--- config.mk ---
export PLATFORM = sky130hd
export DESIGN_NAME = i2c_irq_mask_and_holding_regs
export DESIGN_NICKNAME = d
export VERILOG_FILES = /design/src/core/event_flag.v /design/src/core/byte_hold.v /design/src/core/i2c_irq_mask_and_holding_regs.v
export VERILOG_INCLUDE_DIRS = /design/src /design/src/core
export SDC_FILE = /design/constraint.sdc
export NUM_CORES = 1
export LEC_CHECK = 0
export ABC_CLOCK_PERIOD_IN_PS = 1540
export CAP_MARGIN = 25
export CORE_MARGIN = 1.5
export CORE_UTILIZATION = 30
export CTS_CLUSTER_DIAMETER = 150
export DETAILED_ROUTE_END_ITERATION = 10
export DONT_BUFFER_PORTS = 1
export PLACE_DENSITY_LB_ADDON = 0.1
export SLEW_MARGIN = 10
export SYNTH_ARGS = -nofsm -noshare
export SYNTH_HDL_FRONTEND = slang
export SYNTH_SLANG_ARGS = --single-unit
--- constraint.sdc ---
create_clock -name ref_clk -period 1.54 [get_ports ref_clk]
set_input_delay 0.077 -clock ref_clk [delete_from_list [all_inputs] [get_ports ref_clk]]
set_output_delay 0.077 -clock ref_clk [all_outputs]
set_load 0.03 [all_outputs]
--- src/core/i2c_irq_regs.vh ---
`ifndef I2C_IRQ_REGS_VH
`define I2C_IRQ_REGS_VH

// register byte addresses on the local register port
`define ADDR_STATUS 8'h20
`define ADDR_IRQ_ENABLE_SET 8'h24
`define ADDR_IRQ_ENABLE_CLEAR 8'h28
`define ADDR_IRQ_ENABLE_VIEW 8'h2c
`define ADDR_RX_BYTE_HOLD 8'h30
`define ADDR_TX_BYTE_HOLD 8'h34
`define ADDR_STATUS_CLEAR 8'h38

// shared layout of status, enable and mask words
`define FLAG_WIDTH 9
`define BIT_TRANSFER_DONE 0
`define BIT_RX_BYTE_READY 1
`define BIT_TX_HOLD_FREE 2
`define BIT_RX_OVERRUN 6
`define BIT_TX_UNDERRUN 7
`define BIT_NO_ACK 8

// bits of the layout that exist; all others reserved
`define FLAG_USED_MASK 9'h1c7

// status bits that the clear register may drop
`define FLAG_SW_CLEARABLE 9'h1c1

// reset values
`define RESET_MASK 9'h000
`define RESET_BYTE 8'h00
`define RESET_WORD 32'h0000_0000

// byte width of the holding registers
`define BYTE_WIDTH 8

`endif

--- src/core/event_flag.v ---
`default_nettype none

// one sticky status bit; a set in the same cycle as a clear wins
module event_flag (
   input wire ref_clk,
   input wire rst,
   input wire set,
   input wire clr,
   output reg q
);

   // next value of the flag
   wire q_next;

   // set dominates, otherwise hold unless cleared
   assign q_next = set | (q & ~clr);

   // synchronous update
   always @(posedge ref_clk)
   begin
      if (rst)
      begin
         q <= 1'b0;
      end
      else
      begin
         q <= q_next;
      end
   end

endmodule

`default_nettype wire

--- src/core/byte_hold.v ---
`default_nettype none

// byte wide holding register with a load strobe
module byte_hold #(
   parameter WIDTH = 8
) (
   input wire ref_clk,
   input wire rst,
   input wire load,
   input wire [WIDTH-1:0] din,
   output reg [WIDTH-1:0] dout
);

   // keep the byte until the next load
   always @(posedge ref_clk)
   begin
      if (rst)
      begin
         dout <= {WIDTH{1'b0}};
      end
      else if (load)
      begin
         dout <= din;
      end
   end

endmodule

`default_nettype wire

--- src/core/i2c_irq_mask_and_holding_regs.v ---
// Chosen here: the placing of the registers and the address-and-strobe port.
`include "i2c_irq_regs.vh"
`default_nettype none

module i2c_irq_mask_and_holding_regs (
   input wire ref_clk,
   input wire rstn,
   input wire soft_reset,
   input wire [7:0] reg_addr,
   input wire [31:0] reg_wdata,
   input wire reg_wr,
   input wire reg_rd,
   output reg [31:0] reg_rdata,
   input wire [7:0] rx_byte_in,
   input wire rx_byte_load,
   input wire tx_shift_load,
   output wire [7:0] tx_byte_out,
   output reg tx_byte_valid,
   input wire frame_done_evt,
   input wire no_ack_flag_evt,
   input wire master_enable_evt,
   output reg irq_out
);

   // combined reset: pin or software reset
   wire rst;

   // register port decode strobes
   wire wr_enable_set;
   wire wr_enable_clear;
   wire wr_tx_hold;
   wire wr_status_clear;
   wire rd_rx_hold;
   wire rd_status;

   // interrupt mask, one means source enabled
   reg [`FLAG_WIDTH-1:0] mask_reg;
   reg [`FLAG_WIDTH-1:0] mask_next;

   // write data cut to the flag layout
   wire [`FLAG_WIDTH-1:0] wdata_flags;

   // sticky status flags and their set / clear terms
   wire [`FLAG_WIDTH-1:0] status_flags;
   reg [`FLAG_WIDTH-1:0] flag_set;
   reg [`FLAG_WIDTH-1:0] flag_clr;

   // received byte as held for software
   wire [`BYTE_WIDTH-1:0] rx_byte_field;

   // transmit hold occupancy next value
   reg tx_valid_next;

   // read data mux output
   reg [31:0] rdata_next;

   // single named flags for readability
   wire transfer_done_flag;
   wire rx_byte_ready_flag;
   wire tx_hold_free_flag;
   wire rx_overrun_flag;
   wire tx_underrun_flag;
   wire no_ack_flag;

   // loop index for the flag cells
   genvar gi;

   // defined positions of the layout, one bit per cell
   wire [`FLAG_WIDTH-1:0] used_bits;

   // interrupt level before its output flip-flop
   reg irq_next;

   // software reset acts as a system reset
   assign rst = ~rstn | soft_reset;

   // reserved positions get no set term at their cell
   assign used_bits = `FLAG_USED_MASK;

   // address decode, one strobe at a time from the master
   assign wr_enable_set = reg_wr & (reg_addr == `ADDR_IRQ_ENABLE_SET);
   assign wr_enable_clear = reg_wr & (reg_addr == `ADDR_IRQ_ENABLE_CLEAR);
   assign wr_tx_hold = reg_wr & (reg_addr == `ADDR_TX_BYTE_HOLD);
   assign wr_status_clear = reg_wr & (reg_addr == `ADDR_STATUS_CLEAR);
   assign rd_rx_hold = reg_rd & (reg_addr == `ADDR_RX_BYTE_HOLD);
   assign rd_status = reg_rd & (reg_addr == `ADDR_STATUS);

   // only the defined bit positions can ever reach the mask
   assign wdata_flags = reg_wdata[`FLAG_WIDTH-1:0] & `FLAG_USED_MASK;

   // named views of the status vector
   assign transfer_done_flag = status_flags[`BIT_TRANSFER_DONE];
   assign rx_byte_ready_flag = status_flags[`BIT_RX_BYTE_READY];
   assign tx_hold_free_flag = status_flags[`BIT_TX_HOLD_FREE];
   assign rx_overrun_flag = status_flags[`BIT_RX_OVERRUN];
   assign tx_underrun_flag = status_flags[`BIT_TX_UNDERRUN];
   assign no_ack_flag = status_flags[`BIT_NO_ACK];

   // mask update: ones set or clear, zeros leave bits alone
   always @*
   begin
      mask_next = mask_reg;
      if (wr_enable_set)
      begin
         // set only where the written word carries ones
         mask_next = mask_reg | wdata_flags;
      end
      else if (wr_enable_clear)
      begin
         // clear only where the written word carries ones
         mask_next = mask_reg & ~wdata_flags;
      end
   end

   // mask register
   always @(posedge ref_clk)
   begin
      if (rst)
      begin
         mask_reg <= `RESET_MASK;
      end
      else
      begin
         mask_reg <= mask_next;
      end
   end

   // hardware set terms for each status source
   always @*
   begin
      flag_set = {`FLAG_WIDTH{1'b0}};
      // frame finished, or master just enabled
      flag_set[`BIT_TRANSFER_DONE] = frame_done_evt | master_enable_evt;
      // a byte landed in the receive hold
      flag_set[`BIT_RX_BYTE_READY] = rx_byte_load;
      // byte moved into the shifter, a no_ack_flag, or master enabled
      flag_set[`BIT_TX_HOLD_FREE] = (tx_shift_load & tx_byte_valid) |
         no_ack_flag_evt | master_enable_evt;
      // new byte while the previous one was still unread
      flag_set[`BIT_RX_OVERRUN] = rx_byte_load & rx_byte_ready_flag;
      // shifter wanted a byte but the hold was empty
      flag_set[`BIT_TX_UNDERRUN] = tx_shift_load & ~tx_byte_valid;
      // far end did not acknowledge
      flag_set[`BIT_NO_ACK] = no_ack_flag_evt;
   end

   // clear terms: reads, writes and the clear register
   always @*
   begin
      flag_clr = {`FLAG_WIDTH{1'b0}};
      if (wr_status_clear)
      begin
         // software drop of the error and completion bits
         flag_clr = wdata_flags & `FLAG_SW_CLEARABLE;
      end
      if (rd_rx_hold)
      begin
         // reading the received byte frees the hold
         flag_clr[`BIT_RX_BYTE_READY] = 1'b1;
      end
      if (wr_tx_hold)
      begin
         // a fresh byte occupies the transmit hold
         flag_clr[`BIT_TX_HOLD_FREE] = 1'b1;
      end
      if (rd_status)
      begin
         // no_ack_flag is cleared by reading the status word
         flag_clr[`BIT_NO_ACK] = 1'b1;
         if (transfer_done_flag)
         begin
            // error bits drop on a status read once done
            flag_clr[`BIT_RX_OVERRUN] = 1'b1;
            flag_clr[`BIT_TX_UNDERRUN] = 1'b1;
         end
      end
   end

   // one sticky cell per layout position, reserved ones never set
   generate
      for (gi = 0; gi < `FLAG_WIDTH; gi = gi + 1)
      begin : flag_cells
         event_flag u_flag (
            .ref_clk(ref_clk),
            .rst(rst),
            .set(flag_set[gi] & used_bits[gi]),
            .clr(flag_clr[gi]),
            .q(status_flags[gi])
         );
      end
   endgenerate

   // limitation: a write in the same cycle as a shifter take
   // leaves the hold full, yet the take's set wins over the
   // write's clear, so the free flag reads one; software
   // should write the hold only while the flag shows free

   // receive holding register, loaded by the receive path
   byte_hold #(
      .WIDTH(`BYTE_WIDTH)
   ) u_rx_hold (
      .ref_clk(ref_clk),
      .rst(rst),
      .load(rx_byte_load),
      .din(rx_byte_in),
      .dout(rx_byte_field)
   );

   // transmit holding register, loaded by software
   byte_hold #(
      .WIDTH(`BYTE_WIDTH)
   ) u_tx_hold (
      .ref_clk(ref_clk),
      .rst(rst),
      .load(wr_tx_hold),
      .din(reg_wdata[`BYTE_WIDTH-1:0]),
      .dout(tx_byte_out)
   );

   // transmit hold occupancy
   always @*
   begin
      tx_valid_next = tx_byte_valid;
      if (wr_tx_hold)
      begin
         // new byte wins over a same-cycle take
         tx_valid_next = 1'b1;
      end
      else if (tx_shift_load)
      begin
         // shifter took the byte, hold now empty
         tx_valid_next = 1'b0;
      end
   end

   // occupancy register, drives the shifter side
   always @(posedge ref_clk)
   begin
      if (rst)
      begin
         tx_byte_valid <= 1'b0;
      end
      else
      begin
         tx_byte_valid <= tx_valid_next;
      end
   end

   // read data selection, unmapped and write-only read as zero
   always @*
   begin
      rdata_next = `RESET_WORD;
      case (reg_addr)
         `ADDR_STATUS:
         begin
            // live status flags
            rdata_next[`FLAG_WIDTH-1:0] = status_flags & `FLAG_USED_MASK;
         end
         `ADDR_IRQ_ENABLE_VIEW:
         begin
            // current mask, one means enabled
            rdata_next[`FLAG_WIDTH-1:0] = mask_reg;
         end
         `ADDR_RX_BYTE_HOLD:
         begin
            // last received byte, upper bits zero
            rdata_next[`BYTE_WIDTH-1:0] = rx_byte_field;
         end
         `ADDR_TX_BYTE_HOLD:
         begin
            // byte waiting for the shifter
            rdata_next[`BYTE_WIDTH-1:0] = tx_byte_out;
         end
         default:
         begin
            // write-only, unmapped: zero
            rdata_next = `RESET_WORD;
         end
      endcase
   end

   // read data stands only in the cycle after the read strobe
   always @(posedge ref_clk)
   begin
      if (rst)
      begin
         reg_rdata <= `RESET_WORD;
      end
      else if (reg_rd)
      begin
         reg_rdata <= rdata_next;
      end
      else
      begin
         reg_rdata <= `RESET_WORD;
      end
   end

   // any enabled source raises the interrupt level
   always @*
   begin
      irq_next = 1'b0;
      if (transfer_done_flag & mask_reg[`BIT_TRANSFER_DONE])
      begin
         irq_next = 1'b1;
      end
      if (rx_byte_ready_flag & mask_reg[`BIT_RX_BYTE_READY])
      begin
         irq_next = 1'b1;
      end
      if (tx_hold_free_flag & mask_reg[`BIT_TX_HOLD_FREE])
      begin
         irq_next = 1'b1;
      end
      if (rx_overrun_flag & mask_reg[`BIT_RX_OVERRUN])
      begin
         irq_next = 1'b1;
      end
      if (tx_underrun_flag & mask_reg[`BIT_TX_UNDERRUN])
      begin
         irq_next = 1'b1;
      end
      if (no_ack_flag & mask_reg[`BIT_NO_ACK])
      begin
         irq_next = 1'b1;
      end
   end

   // interrupt level from enabled status bits
   always @(posedge ref_clk)
   begin
      if (rst)
      begin
         irq_out <= 1'b0;
      end
      else
      begin
         irq_out <= irq_next;
      end
   end

endmodule

`default_nettype wire

# ---- Word-level counts from Yosys, hierarchy flattened
# Index checks and enable logic that the tools add are counted.
dict set report word_totals {
  register_bits 65
  in_bits 58
  out_inout_bits 42
  elab_cells 83
}
dict set report classes {
  n_eq_ne 7
  mux 17
  n_bitwise 43
  reduce_logical 3
}
# op count
set ops {}
lappend ops {{8-bit by 6-bit == test with 1-bit output, second input constant} 7}
lappend ops {{8-bit one-hot mux with 4 select lines} 1}
lappend ops {{9-bit 2-to-1 mux} 3}
lappend ops {{1-bit AND} 21}
lappend ops {{1-bit 2-to-1 mux} 10}
lappend ops {{1-bit OR} 10}
lappend ops {{9-bit AND} 1}
lappend ops {{1-bit inverter} 9}
lappend ops {{9-bit inverter} 1}
lappend ops {{9-bit OR} 1}
lappend ops {{2-bit nonzero test} 2}
lappend ops {{3-bit 2-to-1 mux} 1}
lappend ops {{2-bit 2-to-1 mux} 1}
lappend ops {{1-bit one-hot mux with 2 select lines} 1}
lappend ops {{2-bit OR reduction} 1}

# ---- Logic depth before layout (Yosys ltp)
dict set report logic_depth {
  word_depth 8
  ltp_mapped 6
  ltp_nobuf 4
}

# ---- By module
# Synthesis repeated with hierarchy kept, for this count alone.
dict set report hier_totals {
  cells_unflattened 217
  area_unflattened_um2 2053.2
}
# mod instances cells_each area_per_inst_um2 seq_area_each_um2
set modules_own_cells {}
lappend modules_own_cells {i2c_irq_mask_and_holding_regs 1 141 1249.9 340.3}
lappend modules_own_cells {byte_hold 2 26 285.3 160.2}
lappend modules_own_cells {event_flag 6 4 38.8 20.0}

# ---- Worst setup path after synthesis
# OpenSTA, ideal clock, no wires.
dict set report synth_timing {
  path_type {input port to flip-flop}
  from {in reg_addr[4]}
  to {reg with a tool-made name}
  setup_time_ps 117
  arrival_time_ps 1099
  t_required_ps 1423
  path_slack_ps 324
  cell_stages 5
  path_cell_list {nor4b_4 -> and4b_1 -> buf_4 -> nand2_1 -> a32o_1}
}
# element line
set synth_rtl {}
lappend synth_rtl {{from (decl)} i2c_irq_mask_and_holding_regs.v:9} ;# input wire [7:0] reg_addr,

# ---- Worst setup path after layout
dict set report layout_timing {
  from {in reg_addr[1]}
  to {reg flag_cells[0].u_flag.q}
}
dict set report layout_between {
  elab_chain_cells 6
}
# element line
set layout_rtl {}
lappend layout_rtl {{8-bit by 6-bit == test with 1-bit output (no source line)} n/a}
lappend layout_rtl {{1-bit AND} i2c_irq_mask_and_holding_regs.v:84} ;# assign wr_status_clear = reg_wr & (reg_addr == `ADDR_STATUS_CLEAR);
lappend layout_rtl {{9-bit 2-to-1 mux} i2c_irq_mask_and_holding_regs.v:151} ;# if (wr_status_clear)
lappend layout_rtl {{1-bit inverter} event_flag.v:16} ;# assign q_next = set | (q & ~clr);
lappend layout_rtl {{1-bit AND} event_flag.v:16}
lappend layout_rtl {{1-bit OR} event_flag.v:16}
lappend layout_rtl {{to (signal assigned)} event_flag.v:27} ;# q <= q_next;
lappend layout_rtl {{to (decl)} event_flag.v:9} ;# output reg q
# Every way passes these cells.
# A chain may end at the register's enable or synchronous reset.

==> reports/results.tsv <==
metric	value	unit
synth_edf_count	0	
synth_fa_ha_area_share	0	%
drt_iter0_drc	111	
rr_worst_depth	3	
ant_nets	0	
synth_xor_area_share	0.482	%
synth_top_area_cell	dfxtp_1	
grt_overflow	0	
fin_setup_tns	0	ps
synthFlopType	dfxtp_1	
areaGrowthSynthToFinish	19.1	%
ys_async_sr_fraction	0	%
status	completed	
wl	4840	um
hold_class	primary input to flop	
fin_crit_sh	94.6	%
worstPathArrival	1640	ps
rsz0062_at_grt	no	
p_comb_share	10.6	%
slew_viol_final	0	
h-tree-depth	2	
period_needed	1460	ps
nFillCells	608	
power_frac_seq	51.3	%
synth_top_area_share	42.9	%
vias	1424	
switching_share	25.1	%
crit_fanout	4	
relSlewSlack	58.8	%
avgSynthCellArea	9.77	um2
final_nets	271	
r2r_start	tx_byte_valid	
synth.area.mux_share	8.81	%
max_clock_freq	0.686	GHz
r2r_end	flag_cells[2].u_flag.q	
p_int	0.00151	W
worst-r2r-setup-slack	80	ps
place_ws	235	ps
drt-pass1-iter-count	4	
fp-row-count	28	
synth-compound-area-share	16.5	%
place_hpwl	3410	um
endpoint_kind	flop	
crit_required	1720	ps
synth_cell_types	36	
synth_seq_area_share	42.9	%
multi_input_area	880	um2
synth_top_cells_by_count	dfxtp_1, nor2_1, buf_4, mux2i_1, nand2_1	
peakVddDrop	0.000298	V
yosys_warnings	0	
clockBufferDepth	2	
clk_pin_slew	80	ps
dieArea	6540	um2
cts_made_buffers	5	
start_util	30.9	%
portBuffers	0	
path_class	primary input to flop	
min-delay-start	reg_wdata[8]	
synthCells	186	
switchingPower	0.000505	W
syn-cell-area	1820	um2
wire_per_inst	16.7	um
layout_setup_ws	82.9	ps
synthSimpleGateAreaFrac	17.8	%
max_cap_viol_count	0	
grt_pass1_wl	7190	um
grt_max_degree	15	
critPathLaunchType	primary input	
synthTopCellsByArea	dfxtp_1, buf_4, mux2i_1	
synth-seq-cells	39	
hold_viol	0	
fp.dieW	80.8	um
n_antenna_cell	0	
cts_sinks	39	
ioPinCount	100	
core_area	5890	um2
worst_pin_slew	616	ps
p_leak	0.856	nW
yosysMostFrequentCell	dfxtp_1	
grt_antenna_before_repair	0	
grt.total_usage	15.0	%
drive_gt1_share	8.41	%
clkPwrFrac	38.1	%
setup_viol	0	
min_path_cells	2	
p_per_area	931	nW/um2
clock_skew	9.13	ps
synth_top_family_by_area	simple AND/OR/NAND/NOR gates	
drc_errors	0	
worstSetupStartpoint	reg_addr[1]	
clk_latency	290	ps
die_y	80.8	um
root_buffer	clkbuf_8	
grt_pass1_vias	1356	
place_congestion	0.735	
seqCellArea	781	um2
cts_tree	built	
via_per_inst	4.93	
kinds of logic after synthesis:
group | Yosys count
AO/OA/AOI/OAI | 36
other | 1
multiplexers | 16
XOR/XNOR | 1
flip-flops | 39
buffers and inverters | 35
AND/OR/NAND/NOR | 58
power groups by stage:
stage               sequential, W  combinational [W]  clock, W
finish                    0.00103           0.000214  0.000769
global route              0.00104           0.000230  0.000849
CTS                       0.00103           0.000213  0.000796
detailed placement        0.00106           0.000150         0
global placement          0.00106           0.000148         0
floorplan                 0.00105           0.000183         0
how the worst max path moves through the flow:
stage                                        end  slack (ps)  cells past startpoint
after floorplan                             flop         320                      5
after global placement                      flop         250                      4
after detailed placement                    flop         230                      4
after CTS                 flag_cells[0].u_flag.q          60                      5
after global routing      flag_cells[2].u_flag.q          30                      3
final                     flag_cells[0].u_flag.q          80                      5
layer usage:
metal  track usage [%]  share of wire, %  up-vias
met3              4.27               8.1        4
met2              23.3                45       64
li1                  -                 -      684
met4              5.17              0.83        0
met5                 0                 0        -
met1              19.8                46      672
what timing repair did:
item                       4_1_cts  5_1_grt
hold endpoints to repair        30        0
hold buffers                    25        0
gates resized for setup          0        1
setup endpoints to repair        0        1
setup buffers                    0        0
cell type report:
| cell class | count | share of cell area (%) |
|---|---|---|
| clock buffers | 7 | 4.45 |
| well taps | 75 | 4.34 |
| multi-input cells | 134 | 40.6 |
| clock inverters | 1 | 0.347 |
| flip-flops and latches | 39 | 36.1 |
| inverters | 1 | 0.173 |
| repair buffers | 32 | 14.0 |
critical path: stages:
cell	delay (ps)
nor3b_1	330
and4b_2	350
a21boi_0	90
o31a_1	230
dlygate4sd3_1	550
metrics by stage:
step	hold WS [ps]	instance area [um2]	instances	power, W	util, %
floorplan	196	1900	208	0.00124	-
global placement	203	1810	256	0.00121	30.7
detailed placement	202	1810	256	0.00121	30.7
CTS	0.490	2160	289	0.00204	36.8
global route	3.55	2160	289	0.00212	36.8
finish	7.40	2160	289	0.00202	36.8
placed cells by master (no fill, tap or decap), types with 3 or more instances in the layout:
master / instances
a21oi_1: 3
a222oi_1: 5
a22o_1: 5
a22oi_1: 7
a32o_1: 7
buf_4: 7
clkbuf_8: 7
conb_1: 23
dfxtp_1: 39
dlygate4sd3_1: 25
mux2i_1: 16
nand2_1: 9
nand2b_1: 3
nor2_1: 28
No activity file was read; power rests on OpenSTA's default activity.
